### src/rbu_pkg.sv
// Package for the relative branch unit: opcodes, widths, phase and state types
package rbu_pkg;
  localparam int unsigned PC_W = 21;
  localparam int unsigned OP_W = 16;
  localparam logic [7:0] OPC_JUMP_IF_NEGATIVE     = 8'he6;
  localparam logic [7:0] OPC_JUMP_IF_NO_CARRY     = 8'he3;
  localparam logic [7:0] OPC_JUMP_IF_NON_NEGATIVE = 8'he7;
  localparam logic [7:0] OPC_JUMP_IF_NO_OVERFLOW  = 8'he5;
  localparam logic [7:0] OPC_JUMP_IF_NONZERO      = 8'he1;
  localparam logic [4:0] OPC_UNCONDITIONAL_JUMP_REL = 5'h1a;
  localparam logic [PC_W-1:0] PC_STEP = 21'h000002;
  localparam logic [PC_W-1:0] PC_RESET = 21'h000000;

  // Four phases of one instruction cycle
  typedef enum logic [1:0] {
    RBU_Q1,
    RBU_Q2,
    RBU_Q3,
    RBU_Q4
  } rbu_phase_t;

  // Instruction cycle kind
  typedef enum logic [0:0] {
    RBU_EXEC,
    RBU_FLUSH
  } rbu_state_t;

  // Status flags seen by the unit
  typedef struct packed {
    logic negative;
    logic overflow;
    logic zero;
    logic carry;
  } rbu_flags_t;

  // Decode result for one opcode
  typedef struct packed {
    logic            is_jump;
    logic            taken;
    logic [PC_W-1:0] byte_offset;
  } rbu_decode_t;
endpackage

### src/rbu_decoder.sv
// Combinational opcode decoder and condition check for relative jumps
`timescale 1ns/1ps
module rbu_decoder #(
  parameter int unsigned PC_W = rbu_pkg::PC_W
) (
  input  wire logic [rbu_pkg::OP_W-1:0] opcode_in,
  input  wire rbu_pkg::rbu_flags_t      flags_in,
  output rbu_pkg::rbu_decode_t          decode_out
);
  // Sign-extend and double a short or long offset field
  function automatic logic [PC_W-1:0] scaled(input logic [10:0] off, input logic wide);
    logic [PC_W-1:0] ext;
    if (wide) begin
      ext = {{(PC_W-11){off[10]}}, off};
    end else begin
      ext = {{(PC_W-8){off[7]}}, off[7:0]};
    end
    return {ext[PC_W-2:0], 1'b0};
  endfunction

  // Condition table for each opcode
  always_comb begin
    decode_out = '0;
    if (opcode_in[15:11] == rbu_pkg::OPC_UNCONDITIONAL_JUMP_REL) begin
      decode_out.is_jump = 1'b1;
      decode_out.taken = 1'b1;
      decode_out.byte_offset = scaled(opcode_in[10:0], 1'b1);
    end else begin
      decode_out.byte_offset = scaled(opcode_in[10:0], 1'b0);
      case (opcode_in[15:8])
        rbu_pkg::OPC_JUMP_IF_NEGATIVE: begin
          decode_out.is_jump = 1'b1;
          decode_out.taken = flags_in.negative;
        end
        rbu_pkg::OPC_JUMP_IF_NO_CARRY: begin
          decode_out.is_jump = 1'b1;
          decode_out.taken = ~flags_in.carry;
        end
        rbu_pkg::OPC_JUMP_IF_NON_NEGATIVE: begin
          decode_out.is_jump = 1'b1;
          decode_out.taken = ~flags_in.negative;
        end
        rbu_pkg::OPC_JUMP_IF_NO_OVERFLOW: begin
          decode_out.is_jump = 1'b1;
          decode_out.taken = ~flags_in.overflow;
        end
        rbu_pkg::OPC_JUMP_IF_NONZERO: begin
          decode_out.is_jump = 1'b1;
          decode_out.taken = ~flags_in.zero;
        end
        default: begin
          decode_out.is_jump = 1'b0;
        end
      endcase
    end
  end
endmodule

### src/rbu_branch_unit.sv
// Relative branch unit: executes the six PC-relative jumps over four phases
`timescale 1ns/1ps
module rbu_branch_unit #(
  parameter int unsigned PC_W = rbu_pkg::PC_W
) (
  input  wire logic                     ref_clk_in,
  input  wire logic                     rst_n_in,
  input  wire logic [rbu_pkg::OP_W-1:0] opcode_in,
  input  wire logic                     opcode_valid_in,
  input  wire rbu_pkg::rbu_flags_t      flags_in,
  input  wire logic [PC_W-1:0]          pc_in,
  output logic [PC_W-1:0]               pc_out,
  output logic                          pc_write_out,
  output logic                          flush_out,
  output logic                          busy_out,
  output logic                          flags_write_out,
  output rbu_pkg::rbu_phase_t           phase_out
);
  // Cycle bookkeeping and the latched decode result
  rbu_pkg::rbu_phase_t  phase;
  rbu_pkg::rbu_phase_t  next_phase;
  rbu_pkg::rbu_state_t  state;
  rbu_pkg::rbu_state_t  next_state;
  rbu_pkg::rbu_decode_t dec;
  rbu_pkg::rbu_decode_t held;
  rbu_pkg::rbu_decode_t next_held;

  // Combinational next values and edge qualifiers
  logic [PC_W-1:0]      next_pc;
  logic                 next_busy;
  logic                 next_flush;
  logic                 decode_edge;
  logic                 write_edge;
  logic                 close_edge;
  logic                 accept_jump;
  logic                 accept_taken;
  logic                 jump_ends_taken;

  // Next phase of the four-step ring; wraps from the last back to the first
  function automatic rbu_pkg::rbu_phase_t step_phase(input rbu_pkg::rbu_phase_t now);
    case (now)
      rbu_pkg::RBU_Q1: return rbu_pkg::RBU_Q2;
      rbu_pkg::RBU_Q2: return rbu_pkg::RBU_Q3;
      rbu_pkg::RBU_Q3: return rbu_pkg::RBU_Q4;
      default:         return rbu_pkg::RBU_Q1;
    endcase
  endfunction

  // True in one phase of an executing cycle; the no-operation cycle never matches
  function automatic logic exec_phase(input rbu_pkg::rbu_phase_t now,
                                      input rbu_pkg::rbu_state_t kind,
                                      input rbu_pkg::rbu_phase_t want);
    return now == want && kind == rbu_pkg::RBU_EXEC;
  endfunction

  // Decoder is purely combinational; its result only counts at the decode edge
  rbu_decoder #(
    .PC_W(PC_W)
  ) u_dec (
    .opcode_in (opcode_in),
    .flags_in  (flags_in),
    .decode_out(dec)
  );

  // Edge qualifiers: decode in Q1, write in Q3, close the cycle in Q4
  assign decode_edge = exec_phase(phase, state, rbu_pkg::RBU_Q1);
  assign write_edge  = exec_phase(phase, state, rbu_pkg::RBU_Q3);
  assign close_edge  = phase == rbu_pkg::RBU_Q4;

  // An opcode only counts when the fetch side marks the word valid
  assign accept_jump  = dec.is_jump & opcode_valid_in;
  assign accept_taken = dec.is_jump & dec.taken & opcode_valid_in;

  // A cycle that closes on a taken jump is followed by a no-operation cycle
  assign jump_ends_taken = state == rbu_pkg::RBU_EXEC && held.taken;

  // Target: pc_in already points past the jump, so only the offset is added
  assign next_pc = PC_W'(pc_in + held.byte_offset);

  // Phase advances every clock; fetch relies on it never pausing
  assign next_phase = step_phase(phase);

  // Phase counter runs continuously, one step per clock
  always_ff @(posedge ref_clk_in) begin
    if (!rst_n_in) begin
      phase <= rbu_pkg::RBU_Q1;
    end else begin
      phase <= next_phase;
    end
  end

  // Flags are taken at decode, so a late flag change cannot flip the outcome
  always_comb begin
    next_held = held;
    if (decode_edge) begin
      next_held.is_jump     = accept_jump;
      next_held.taken       = accept_taken;
      next_held.byte_offset = dec.byte_offset;
    end
  end

  // Decode result held for the rest of the instruction cycle
  always_ff @(posedge ref_clk_in) begin
    if (!rst_n_in) begin
      held <= '0;
    end else begin
      held <= next_held;
    end
  end

  // Cycle kind table: a taken jump is followed by one whole no-operation cycle
  always_comb begin
    next_state = state;
    case (state)
      rbu_pkg::RBU_EXEC: begin
        if (held.taken) begin
          next_state = rbu_pkg::RBU_FLUSH;
        end
      end
      rbu_pkg::RBU_FLUSH: begin
        next_state = rbu_pkg::RBU_EXEC;
      end
      default: begin
        next_state = rbu_pkg::RBU_EXEC;
      end
    endcase
  end

  // Cycle kind only changes at the boundary between instruction cycles
  always_ff @(posedge ref_clk_in) begin
    if (!rst_n_in) begin
      state <= rbu_pkg::RBU_EXEC;
    end else if (close_edge) begin
      state <= next_state;
    end
  end

  // Program counter target loads on the write edge of a taken jump and then holds
  always_ff @(posedge ref_clk_in) begin
    if (!rst_n_in) begin
      pc_out <= rbu_pkg::PC_RESET;
    end else if (write_edge && held.taken) begin
      pc_out <= next_pc;
    end
  end

  // Write strobe is one clock wide; not-taken jumps fall through with no write
  always_ff @(posedge ref_clk_in) begin
    if (!rst_n_in) begin
      pc_write_out <= 1'b0;
    end else begin
      pc_write_out <= write_edge && held.taken;
    end
  end

  // Flush covers exactly the no-operation cycle after a taken jump
  always_comb begin
    next_flush = flush_out;
    if (close_edge) begin
      next_flush = jump_ends_taken;
    end
  end

  // Flush register, updated only at cycle boundaries
  always_ff @(posedge ref_clk_in) begin
    if (!rst_n_in) begin
      flush_out <= 1'b0;
    end else begin
      flush_out <= next_flush;
    end
  end

  // Busy rises at decode and stays up through the no-operation cycle if taken
  always_comb begin
    next_busy = busy_out;
    if (close_edge) begin
      next_busy = jump_ends_taken;
    end else if (decode_edge) begin
      next_busy = accept_jump;
    end
  end

  // Busy register; fetch uses it to know a jump is still in flight
  always_ff @(posedge ref_clk_in) begin
    if (!rst_n_in) begin
      busy_out <= 1'b0;
    end else begin
      busy_out <= next_busy;
    end
  end

  // Jumps never write status; held low always
  always_ff @(posedge ref_clk_in) begin
    if (!rst_n_in) begin
      flags_write_out <= 1'b0;
    end else begin
      flags_write_out <= 1'b0;
    end
  end

  // Phase mirrored out so the fetch logic can align with this unit
  always_ff @(posedge ref_clk_in) begin
    if (!rst_n_in) begin
      phase_out <= rbu_pkg::RBU_Q4;
    end else begin
      phase_out <= phase;
    end
  end
endmodule

### config.mk
export PLATFORM = sky130hd
export DESIGN_NAME = rbu_branch_unit
export DESIGN_NICKNAME = d
export VERILOG_FILES = /design/src/rbu_pkg.sv /design/src/rbu_decoder.sv /design/src/rbu_branch_unit.sv
export SDC_FILE = /design/constraint.sdc
export NUM_CORES = 1
export LEC_CHECK = 0
export ABC_AREA = 1
export BUFFER_PORTS_ARGS = -buffer_cell sky130_fd_sc_hd__buf_2
export CAP_MARGIN = 10
export CORE_ASPECT_RATIO = 0.9
export CORE_MARGIN = 4
export CORE_UTILIZATION = 54
export DETAILED_ROUTE_END_ITERATION = 6
export PLACE_DENSITY = 0.82
export SYNTH_ARGS = -nofsm -noshare
export SYNTH_HDL_FRONTEND = slang
export SYNTH_SLANG_ARGS = --single-unit
export TNS_END_PERCENT = 5
### constraint.sdc
create_clock -name ref_clk_in -period 2.2 [get_ports ref_clk_in]
set_clock_uncertainty 0.1 [all_clocks]
set_input_delay 0.11 -clock ref_clk_in [delete_from_list [all_inputs] [get_ports ref_clk_in]]
set_output_delay 0.11 -clock ref_clk_in [all_outputs]
set_load 0.005 [all_outputs]
Word level (Yosys, flattened, before mapping)
Index checks and enable logic that the tools add are counted.
{ "op_classes": {"n_mux": 8, "n_addsub": 1, "bitwise_logic": 8, "reduce_logical": 7, "eq_ne": 9} }
{ "op_table": {"columns": ["cell", "n"], "rows": [
  ["$eq A8 B8 Y1 const B", 5],
  ["$mux W23", 1],
  ["$add A21 B21 Y21", 1],
  ["$pmux W2 S3", 1],
  ["$eq A5 B5 Y1 const B", 1],
  ["$not A1 Y1", 5],
  ["$pmux W1 S5", 1],
  ["$reduce_or A5 Y1", 1],
  ["$eq A2 B2 Y1 const B", 2],
  ["$logic_and A1 B1 Y1", 4],
  ["$mux W1", 4],
  ["$and A1 B1 Y1", 3],
  ["$eq A2 B1 Y1 const B", 1],
  ["$logic_not A2 Y1", 1],
  ["$pmux W1 S2", 1],
  ["$reduce_bool A2 Y1", 1]
]} }
{ "word_totals": {"register_bits": 51, "wordCells": 42, "inputBits": 44} }

Depth between registers and ports, before layout
Gate-level depths: netlist (run 1).
{ "depth": {"depth_word": 7, "ltp_mapped": 13, "mapped_depth_nobuf": 13} }

Cells and area by module
Synthesis (run 1) repeated with hierarchy kept, for this count alone.
{ "hier_totals": {"hier_cells": 543, "hier_area_um2": 3544.6} }
{ "modules_own_cells": {"columns": ["mod", "cells_per_inst", "instances", "area_each_um2"], "rows": [
  ["rbu_branch_unit", 476, 1, 3198.1],
  ["rbu_decoder", 67, 1, 346.6]
]} }

Worst setup path after synthesis (run 1)
No wires, ideal clock.
{ "synth_path": {"path_type": "flip-flop to flip-flop", "startpoint": "register held[19] (netlist name)", "endpoint": "register pc_out[16]", "synth_period_minus_slack_ns": 1.772, "n_path_buf": 0, "t_required_ns": 1.991, "setup_slack_ns": 0.428, "setup_ns": 0.109, "arrival_ns": 1.563, "stages_incl_launch_ff": 12, "cell_sequence": "dfxtp_1 -> ha_1 -> nand2_1 -> inv_2 -> a21oi_2 -> nor2_1 -> nor2_1 -> nand2_1 -> nand2_1 -> nand3_1 -> nand2_1 -> inv_1"} }
{ "synth_rtl": {"columns": ["element", "line", "source"], "rows": [
  ["end signal, assigned", "rbu_branch_unit.sv:141", "pc_out <= rbu_pkg::PC_RESET;"],
  ["end signal, assigned", "rbu_branch_unit.sv:143", "pc_out <= next_pc;"],
  ["end, declared", "rbu_branch_unit.sv:12", "output logic [PC_W-1:0] pc_out,"]
]} }

==> metrics.md, run 1 <==
| Metric | Value |
|---|---|
| Outcome | finished, violations left |
| Violated checks | negative hold slack |
| WHS | -0.00147 ns |
| Least-Margin Pin Slew | ~0.57 ns |
| Global-route wire length before repair | ~13000 microns |
| Slowest stage cell on the critical path | dfxtp_2 |
| Worst path cell trace | ha_1, nand2_1, inv_2, a21oi_2, nor2_1, nor2_1, nand2_1, nand2_1, nand3_1, nand2_1, inv_1 |
| Worst hold stages | 3 |
| Num Clock Sinks | 40 |
| GRT Total Usage | 0.234 |
| Required @ worst endpoint | 2.31 ns |
| Grt ovf | 0 |
| Area leader, netlist | dfxtp_1 |
| # IOs | 71 |
| Htree depth | 2 |
| Initial antenna violation count | 0 |
| Delay-heaviest family, CP | simple AND/OR/NAND/NOR gates |
| Vias in the first global route | around 2800 |
| Final WS setup | 0.250 ns |
| Synth Flop Type | dfxtp_1 |
| Largest family of logic cells by synthesized area | simple AND/OR/NAND/NOR gates |
| YS warnings | 0 |
| Mapped Nets | slightly above 500 |
| Critical Path Source Type | register |
| Setup_tns | 0 ns |
| Top-count cell post-synth | nand2_1 |
| Worst-case clock buffer depth | 2 |
| CP max FO | 11 |
| Core box area | 4980 sq um |
| DP Worst Slack | between 0.15 and 0.2 ns |
| Setup Buffers After CTS | 0 |
| Max-slew headroom | 0.619 |
| Worst path arrival time | 2.06 ns |
| Largest net degree at the start of global routing | 34 |
| Hold Vio Cnt, Final | 1 |
| Drt first pass iters | 5 |
| Initial detailed-routing violation count | 198 |
| Post-synthesis register bit count | 40 |
| Clock-pin slew on the worst setup and hold paths | around 0.090 ns |
| RSZ-0062 raised after global routing | false |
| Post-synthesis xor/xnor area fraction | 0.0275 |
| Mean number of vias per cell | 5.08 |
| Maxcap violations | 0 |
| Synth top area share | 0.280 |
| Die ar. | 6530 sq um |
| Port buffer count | approximately 70 |
| Initial core utilization | 0.575 |
| Syn-to-layout area delta | 21.0% |
| Synth area leaders | dfxtp_1, nand2_1, ha_1, inv_1, nor2_1 |
| Die height | a little under 80 microns |
| Register area | roughly 800 sq um |
| Post-synthesis cell count | ~450 |
| Cell variety after synth | 34 |
| Worst-Skew Late Latency | about 0.3 ns |
| Total CTS buffers | 5 |
| Synthesized area per cell | roughly 6.4 sq um |
| Final Non-Filler Cells | between 500 and 600 |
| Compound-gate portion of the synthesized area | 0.127 |
| Proportion of synthesized area in mux cells | 0 |
| Routed WL per cell | roughly 13 microns |
| Final period util | 0.886 |
| CTS root buf | clkbuf_8 |
| Final estimated routing congestion in global placement | 0.948 |
| Leak | 2.01 nW |
| CP Capture Type | register |
| VDD IR max | approximately 0.50 mV |
| Crit Path Class | reg -> reg |
| CP dominant cell by count | nand2_1 |
| Antenna viol nets, final | 0 |
| Placed Cells | ~580 |
| Max-slew violations | 0 |
| Area occupied by multi-input gates | roughly 1700 sq um |
| Slowest Stage Delay on Critical Path | around 0.49 ns |
| Final number of setup-violating endpoints | 0 |
| Final min period | about 2.0 ns |
| Layout cells sized above 1 | 0.193 |
| Simple-gate portion of the synthesized area | 0.346 |
| CTS tree | built |
| Fillcell total | between 400 and 500 |
| Synth cell count leaders | nand2_1, inv_1, nor2_1 |
| Reg2reg path depth | 11 |
| Adder-cell share of the synthesized area | 0.107 |
| Worst min-delay path class | in -> reg |
| Fraction of registers with async set or reset after synthesis | 0 |
| Detailed placement HPWL | 6090 microns |
| Register area share after synthesis | 0.280 |
| Die Width | ~85 microns |
| CP bufs+invs | 2 |
| Final #Nets | slightly below 600 |
| Number of synthesized flops with an enable pin | 0 |
| Number of diodes | 0 |
| # rows | 24 |
| PD cells | 996 nW/um^2 |
| Stages on worst setup path | 11 |
| Vias | between 2000 and 3000 |
| Netlist Area Pre-Place | 2860 sq um |
| # DRC | 0 |
| Final wirelength | approximately 7600 microns |
| FMAX | 513 MHz |
==> flip-flops by register name, indices dropped and copies added (netlist names) <==
signal / flops
pc_out: 21
phase: 2
phase_out: 2
pc_write_out: 1
state: 1
busy_out: 1
held: 12
==> stage by stage <==
stage	utilization	instance area, sq um	total power [mW]
6_report	0.695	3470	3.45
5_1_grt	0.695	3470	3.76
4_1_cts	0.695	3460	3.43
3_5_place_dp	0.659	3280	2.76
3_3_place_gp	0.659	3280	2.73
2_1_floorplan	-	2860	2.30
==> repair_timing <==
| item | 4_1_cts | 5_1_grt |
|---|---|---|
| resized for setup | 0 | 1 |
| hold endpoints to repair | 6 | 0 |
| setup endpoints to repair | 0 | 2 |
| hold buffers | 6 | 0 |
==> area by class of cell <==
cell class | instances | share of cell area
clock buffer | 6 | 0.0238
clock inverter | 2 | 0.0112
inverter | 73 | 0.0791
multi-input combinational | 323 | 0.503
sequential | 40 | 0.231
tap | 65 | 0.0235
timing repair buffer | 80 | 0.128
==> cell families after synthesis <==
logic type / after synthesis
compound gates: 60
xor+xnor: 9
fa+ha+maj: 24
buf+inv: 83
flops: 40
other cells: 1
simple gates: 229
==> worst paths after layout <==
| kind | to | from | slack, ns |
|---|---|---|---|
| setup / recovery | pc_out[16] | held[19] | 0.25 |
| hold / removal | held[7] | opcode_in[6] | -0.001 |
| setup reg to reg | pc_out[16] | held[19] | 0.25 |
| hold reg to reg | pc_out[1] | pc_out[1] | 0.38 |
==> layer usage <==
layer / track usage / part of all wire / vias to the layer above
li1: - / - / 1555
met1: 0.334 / 0.49 / 1336
met2: 0.359 / 0.43 / 92
met3: 0.0504 / 0.073 / 11
met4: 0.0506 / 0.011 / 0
met5: 0 / 0 / -
==> report_power, final <==
| group | internal [mW] | switching, mW | total [mW] | leakage (nW) |
|---|---|---|---|---|
| Clock | 0.371 | 0.275 | 0.646 | 0.0614 |
| Combinational | 0.663 | 1.20 | 1.86 | 1.62 |
| Sequential | 0.842 | 0.103 | 0.944 | 0.327 |
| Total | 1.88 | 1.58 | 3.45 | 2.01 |
==> cell usage in the layout (no fill, tap or decap), drive strengths merged, types with 2 or more instances in the layout <==
cell type | synthesis | layout
dfxtp | 40 | 40
clkbuf | 6 | 6
nand4 | 3 | 3
nand2 | 123 | 123
xor2 | 8 | 8
dlygate4sd3 | 0 | 6
nor3 | 7 | 7
o21ai | 19 | 19
nor2 | 56 | 56
and2 | 2 | 2
ha | 23 | 23
o21bai | 7 | 7
nand3 | 36 | 36
inv | 72 | 72
a21oi | 19 | 19
o221ai | 3 | 3
o21a | 9 | 9
clkinv | 1 | 2
buf | 4 | 74
==> worst min-delay path, delay by kind of cell <==
family,cells,cell delay (ns)
AND/OR/NAND/NOR,1,0.10
buffers and inverters,1,0.08
AO/OA/AOI/OAI,1,0.07
Power figures use the tool's default switching activity.
==> run 2, diff against run 1 <==
- CORE_ASPECT_RATIO: 0.9 -> 0.6
==> metrics.md, run 2 (synthesized netlist as in run 1, its figures left out) <==
| Metric | Value |
|---|---|
| Initial core utilization | 0.561 |
| Max-slew headroom | 0.642 |
| Placed Cells | 577 |
| Core box area | a little over 5000 sq um |
| Worst min-delay path class | in -> reg |
| Maxcap violations | 0 |
| CP max FO | 7 |
| Switching pwr | between 1.5 and 2 mW |
| CTS root buf | clkbuf_8 |
| Finished Core Util | 0.687 |
| Slowest Stage Delay on Critical Path | 0.33 ns |
| Leak | 2.02 nW |
| Register area | 801 sq um |
| Clock network fraction of design power | 0.187 |
| Max-slew violations | 0 |
| Most frequent cells in the layout | nand2_1, inv_1, buf_2 |
| Worst path cell trace | buf_4, ha_1, nand2_1, inv_2, a21oi_2, nor2_1, nor2_2, nand2_1, nand2_1, nand3_1, nand2_1, inv_1 |
| Worst-case clock buffer depth | 2 |
| CP dominant cell by count | nand2_1 |
| Global-route wire length before repair | 13000 microns |
| Delay-heaviest family, CP | simple AND/OR/NAND/NOR gates |
| Syn-to-layout area delta | 22.5% |
| Comb power frac | 0.557 |
| Total CTS buffers | 5 |
| Worst path arrival time | approximately 2.2 ns |
| Largest regs | pc_out: 21 flops, held: 12 flops |
| Die height | approximately 64 microns |
| # IOs | between 70 and 80 |
| Final min period | between 2 and 2.5 ns |
| Routed WL per cell | about 13 microns |
| CP Capture Type | register |
| R2r setup slk | approximately 0.14 ns |
| Htree depth | 2 |
| Least-Margin Pin Slew | between 0.5 and 0.6 ns |
| Grt ovf | 0 |
| Drt first pass iters | 6 |
| Switching Fraction | 0.465 |
| Worst hold stages | 5 |
| FMAX | around 490 MHz |
| Final estimated routing congestion in global placement | about 0.95 |
| Largest net degree at the start of global routing | 34 |
| # DRC | 0 |
| Outcome | finished, final reports clean |
| Layout cells sized above 1 | 0.195 |
| Post-DP Area | between 3000 and 4000 sq um |
| RSZ-0062 raised after global routing | true |
| CP bufs+invs | 3 |
| Final Non-Filler Cells | 594 |
| Area occupied by multi-input gates | between 1500 and 2000 sq um |
| Initial detailed-routing violation count | around 250 |
| Crit Path Class | reg -> reg |
| Hold Vio Cnt, Final | 0 |
| Finished layout cell area | 3510 sq um |
| Overall Power | approximately 3.6 mW |
| WHS Endpoint | busy_out |
| Final period util | 0.936 |
| Reg2reg path depth | 12 |
| WHS | ~0.057 ns |
| Mean number of vias per cell | 5.02 |
| Final number of setup-violating endpoints | 0 |
| Die Width | 102 microns |
| Number of diodes | 0 |
| RR Startpoint | held[19] |
| Initial antenna violation count | 0 |
| Critical Path Source Type | register |
| Worst-Skew Late Latency | 0.30 ns |
| Vias in the first global route | 2752 |
| Final #Nets | 595 |
| Hold_sp | opcode_valid_in |
| Die ar. | about 6600 sq um |
| Slowest stage cell on the critical path | ha_1 |
| CTS tree | built |
| Pint | 1.91 mW |
| Port buffer count | between 60 and 70 |
| GRT Total Usage | 0.250 |
| Antenna viol nets, final | 0 |
| Fillcell total | 452 |
| Setup Buffers After CTS | 0 |
| Commonest non-fill, non-tap cell in the layout | nand2_1 |
| Num Clock Sinks | 40 |
| Detailed placement HPWL | 6240 microns |
| Max reg flops | 21 |
| VDD IR max | between 0.4 and 0.5 mV |
| # rows | 20 |
| Share of power burned in registers | 0.256 |
| Final wirelength | between 7000 and 8000 microns |
| Most flops, register | pc_out |
| Required @ worst endpoint | between 2 and 2.5 ns |
| Reg2Reg Capture Point | pc_out[16] |
| Clock-pin slew on the worst setup and hold paths | ~0.10 ns |
| Vias | 2982 |
| PD cells | 1020 nW/um^2 |
## run 2: worst max path at each step
| stage | startpoint | to | cells after the start |
|---|---|---|---|
| after detailed placement | held[19] | pc_out[16] | 12 |
| final | held[19] | pc_out[16] | 12 |
| after global routing | held[19] | pc_out[16] | 12 |
| after global placement | held[19] | pc_out[16] | 12 |
| after floorplan | held[19] | pc_out[16] | 11 |
| after CTS | held[19] | pc_out[16] | 12 |
## run 2: repair_timing
action,in CTS,in global routing
resized for setup,0,2
hold buffers,9,0
hold endpoints to repair,9,0
endpoints found under the setup margin,0,3
## run 2: worst register-to-register path: cells and delay by family (launching register included)
family,cells,cell delay (ns)
compound gates,1,0.23
fa+ha+maj,1,0.33
buf+inv,3,0.25
flops,1,0.32
simple gates,7,0.73
## run 2: layer usage
metal / global-route usage / share of wire / wire length, microns
met1: 0.401 / 0.50 / 3970
met3: 0.0602 / 0.11 / 868
met5: 0 / 0 / 0
met4: 0.0360 / 0.0058 / 46
met2: 0.339 / 0.39 / 3060
## run 2: power groups by stage
stage	registers (mW)	clock network [mW]	logic, mW
2_1_floorplan	0.927	0	1.37
3_3_place_gp	0.924	0	1.88
3_5_place_dp	0.932	0	1.89
4_1_cts	0.915	0.667	1.92
5_1_grt	0.929	0.700	2.23
6_report	0.914	0.669	1.99
## run 2: layout make-up
cell class / instances / area share
clock inverter: 2 / 0.0111
tap: 66 / 0.0235
timing repair buffer: 84 / 0.137
multi-input combinational: 323 / 0.499
inverter: 73 / 0.0781
clock buffer: 6 / 0.0235
sequential: 40 / 0.228
## run 2: stage by stage
| stage | setup TNS, ns | setup WS (ns) |
|---|---|---|
| 2_1_floorplan | 0 | 0.428 |
| 3_3_place_gp | 0 | 0.173 |
| 3_5_place_dp | 0 | 0.169 |
| 4_1_cts | 0 | 0.142 |
| 5_1_grt | -0.0260 | -0.0260 |
| 6_report | 0 | 0.141 |
==> run 3, diff against run 2 <==
--- a/config.mk
+++ b/config.mk
@@ -12,3 +12,3 @@
 export CORE_MARGIN = 4
-export CORE_UTILIZATION = 54
+export CORE_UTILIZATION = 56
 export DETAILED_ROUTE_END_ITERATION = 6
@@ -17,2 +17,3 @@
 export SYNTH_HDL_FRONTEND = slang
+export SYNTH_HIERARCHICAL = 1
 export SYNTH_SLANG_ARGS = --single-unit
--- a/constraint.sdc
+++ b/constraint.sdc
@@ -4,2 +4,2 @@
 set_output_delay 0.11 -clock ref_clk_in [all_outputs]
-set_load 0.005 [all_outputs]
+set_load 0.01 [all_outputs]
==> metrics.md, run 3 <==
| Metric | Value |
|---|---|
| Outcome | finished, final reports clean |
| Worst-case clock buffer depth | 2 |
| CTS root buf | clkbuf_8 |
| Num Clock Sinks | 50 |
| Synthesized area per cell | about 6.5 sq um |
| Die ar. | approximately 7700 sq um |
| Vias in the first global route | about 3200 |
| Total CTS buffers | 5 |
| Clock-pin slew on the worst setup and hold paths | ~0.10 ns |
| Final number of setup-violating endpoints | 0 |
| Final min period | just over 2 ns |
| Final estimated routing congestion in global placement | 0.938 |
| Die height | a little under 70 microns |
| Max-slew headroom | 0.326 |
| Setup crit end | pc_out[14] |
| Initial core utilization | 0.580 |
| Netlist Area Pre-Place | between 3000 and 4000 sq um |
| Largest regs | held: 22 flops, pc_out: 21 flops |
| Worst path arrival time | about 2.2 ns |
| Post-synthesis register bit count | 50 |
| Slowest Stage Delay on Critical Path | around 0.44 ns |
| Finished Core Util | 0.655 |
| Final #Nets | between 600 and 700 |
| Max reg flops | 22 |
| Cell variety after synth | 30 |
| Delay-heaviest family, CP | simple AND/OR/NAND/NOR gates |
| GRT Total Usage | 0.227 |
| Stages on worst setup path | 12 |
| Synth top area share | 0.282 |
| Crit path from | held[0] |
| Area occupied by multi-input gates | between 2000 and 2500 sq um |
| FMAX | 490 MHz |
| Drt first pass iters | 5 |
| RSZ-0062 raised after global routing | false |
| CTS tree | built |
| Detailed placement HPWL | roughly 6900 microns |
| Number of synthesized flops with an enable pin | 0 |
| Final wirelength | just under 9000 microns |
| Die Width | 111 microns |
| Overall Power | 4.08 mW |
| Worst-Skew Late Latency | ~0.31 ns |
| Commonest non-fill, non-tap cell in the layout | nand2_1 |
| Hold Vio Cnt, Final | 0 |
| Fillcell total | 578 |
| Worst min-delay path class | in -> reg |
| Most frequent cells in the layout | nand2_1, nor2_1, inv_1 |
| Grt ovf | 0 |
| Area leader, netlist | dfxtp_1 |
| Metal-1 WL | between 4000 and 5000 microns |
| Fraction of registers with async set or reset after synthesis | 0 |
| # rows | 22 |
| Setup_tns | 0 ns |
| Max-slew violations | 0 |
| Number of diodes | 0 |
| Post-synthesis cell count | about 540 |
| Largest net degree at the start of global routing | 44 |
| Crit Path Class | reg -> reg |
| CP max FO | 4 |
| Synth cell count leaders | nand2_1, nor2_1, inv_1 |
| Setup Buffers After CTS | 0 |
| Register area | ~1000 sq um |
| Register area share after synthesis | 0.282 |
| # IOs | 71 |
| Most flops, register | held |
| Layout cells sized above 1 | 0.206 |
| R2r setup slk | roughly 0.16 ns |
| Slowest stage cell on the critical path | fa_1 |
| Synth Flop Type | dfxtp_1 |
| Mapped Nets | slightly above 600 |
| WL met2 | between 3000 and 4000 microns |
| CP bufs+invs | 1 |
| Reg2Reg Capture Point | pc_out[14] |
| Placed Cells | 668 |
| Required @ worst endpoint | approximately 2.3 ns |
| Htree depth | 2 |
| Met3 wire length | 707 microns |
| Critical Path Source Type | register |
| Leak | ~2.2 nW |
| Final Non-Filler Cells | between 600 and 700 |
| Routed WL per cell | 12.9 microns |
| Synth area leaders | dfxtp_1, nand2_1, ha_1, nor2_1, inv_1 |
| Syn-to-layout area delta | 13.0% |
| Maxcap violations | 0 |
| Finished layout cell area | around 4000 sq um |
| Antenna viol nets, final | 0 |
| Final period util | 0.927 |
| Initial antenna violation count | 0 |
| # DRC | 0 |
| Core box area | roughly 6100 sq um |
| RR Startpoint | held[0] |
| PD cells | about 1000 nW/um^2 |
| CP dominant cell by count | nand2_1 |
| CP Capture Type | register |
| Post-DP Area | 3830 sq um |
| VDD IR max | between 0.5 and 0.6 mV |
| YS warnings | 6 |
| Vias | 3511 |
| Least-Margin Pin Slew | ~1 ns |
| Hold_sp | opcode_in[7] |
| Worst path cell trace | ha_1, fa_1, nand3_1, nand3_2, nand2_1, nand2_1, nand2_1, nand2_1, nand2_1, nand2_1, o21bai_1, inv_1 |
| Port buffer count | slightly below 70 |
| Top sig layer | met4 |
| Mean number of vias per cell | around 5.1 |
| Initial detailed-routing violation count | between 200 and 300 |
| Reg2reg path depth | 12 |
| Global-route wire length before repair | approximately 15000 microns |
| Top-count cell post-synth | nand2_1 |
run 3: how the worst min path moves through the flow:
stage	end	slack, ns	depth (start not counted)
after floorplan	held[21]	0.22	2
after global placement	held[6]	0.26	3
after detailed placement	held[4]	0.27	3
after CTS	held[8]	0.01	3
after global routing	held[8]	0.03	3
final	held[8]	0.01	3
run 3: repair_timing:
| item | in CTS | in global routing |
|---|---|---|
| endpoints found under the setup margin | 0 | 0 |
| hold buffers | 7 | 0 |
| resized for setup | 0 | 0 |
| hold endpoints to repair | 7 | 0 |
run 3: layout make-up:
cell class,count,area share
Tap cell,84,0.0263
Clock inverter,2,0.00969
Clock buffer,5,0.0172
Multi-Input combinational cell,386,0.516
Sequential cell,50,0.250
Inverter,76,0.0713
Timing Repair Buffer,79,0.109
run 3: cell families (layout without fill, tap and decap cells):
family                   count (synthesis)  in the layout  share of synthesized area
flip-flops                              50             50                      0.282
XOR/XNOR                                10             10                     0.0247
other                                    2              2                    0.00212
AND/OR/NAND/NOR                        271            271                      0.337
AO/OA/AOI/OAI                           78             78                      0.129
adder cells (fa/ha/maj)                 25             25                     0.0904
buffers and inverters                  107            162                      0.134
run 3: stage by stage:
stage	hold slack, ns	setup slack (ns)
after floorplan	0.216	0.385
after global placement	0.259	0.268
after detailed placement	0.266	0.195
after CTS	0.0124	0.179
after global routing	0.0274	0.0325
final	0.00951	0.160
run 3: tightest hold or removal path: cells and delay by family:
family                 cells  cell delay [ns]
AOI/OAI and AO/OA          1             0.09
buffers and inverters      1             0.09
and+or+nand+nor            1             0.09
run 3: where the power goes:
part / total [mW] / switching (mW) / internal (mW)
registers: 1.22 / 0.116 / 1.10
logic: 2.22 / 1.45 / 0.774
clock network: 0.646 / 0.311 / 0.335
total: 4.08 / 1.87 / 2.21
run 3: per-layer routing:
layer	global-route usage	up-vias
li1	-	1791
met1	0.319	1578
met2	0.366	136
met3	0.0480	6
met4	0.0369	0
met5	0	-
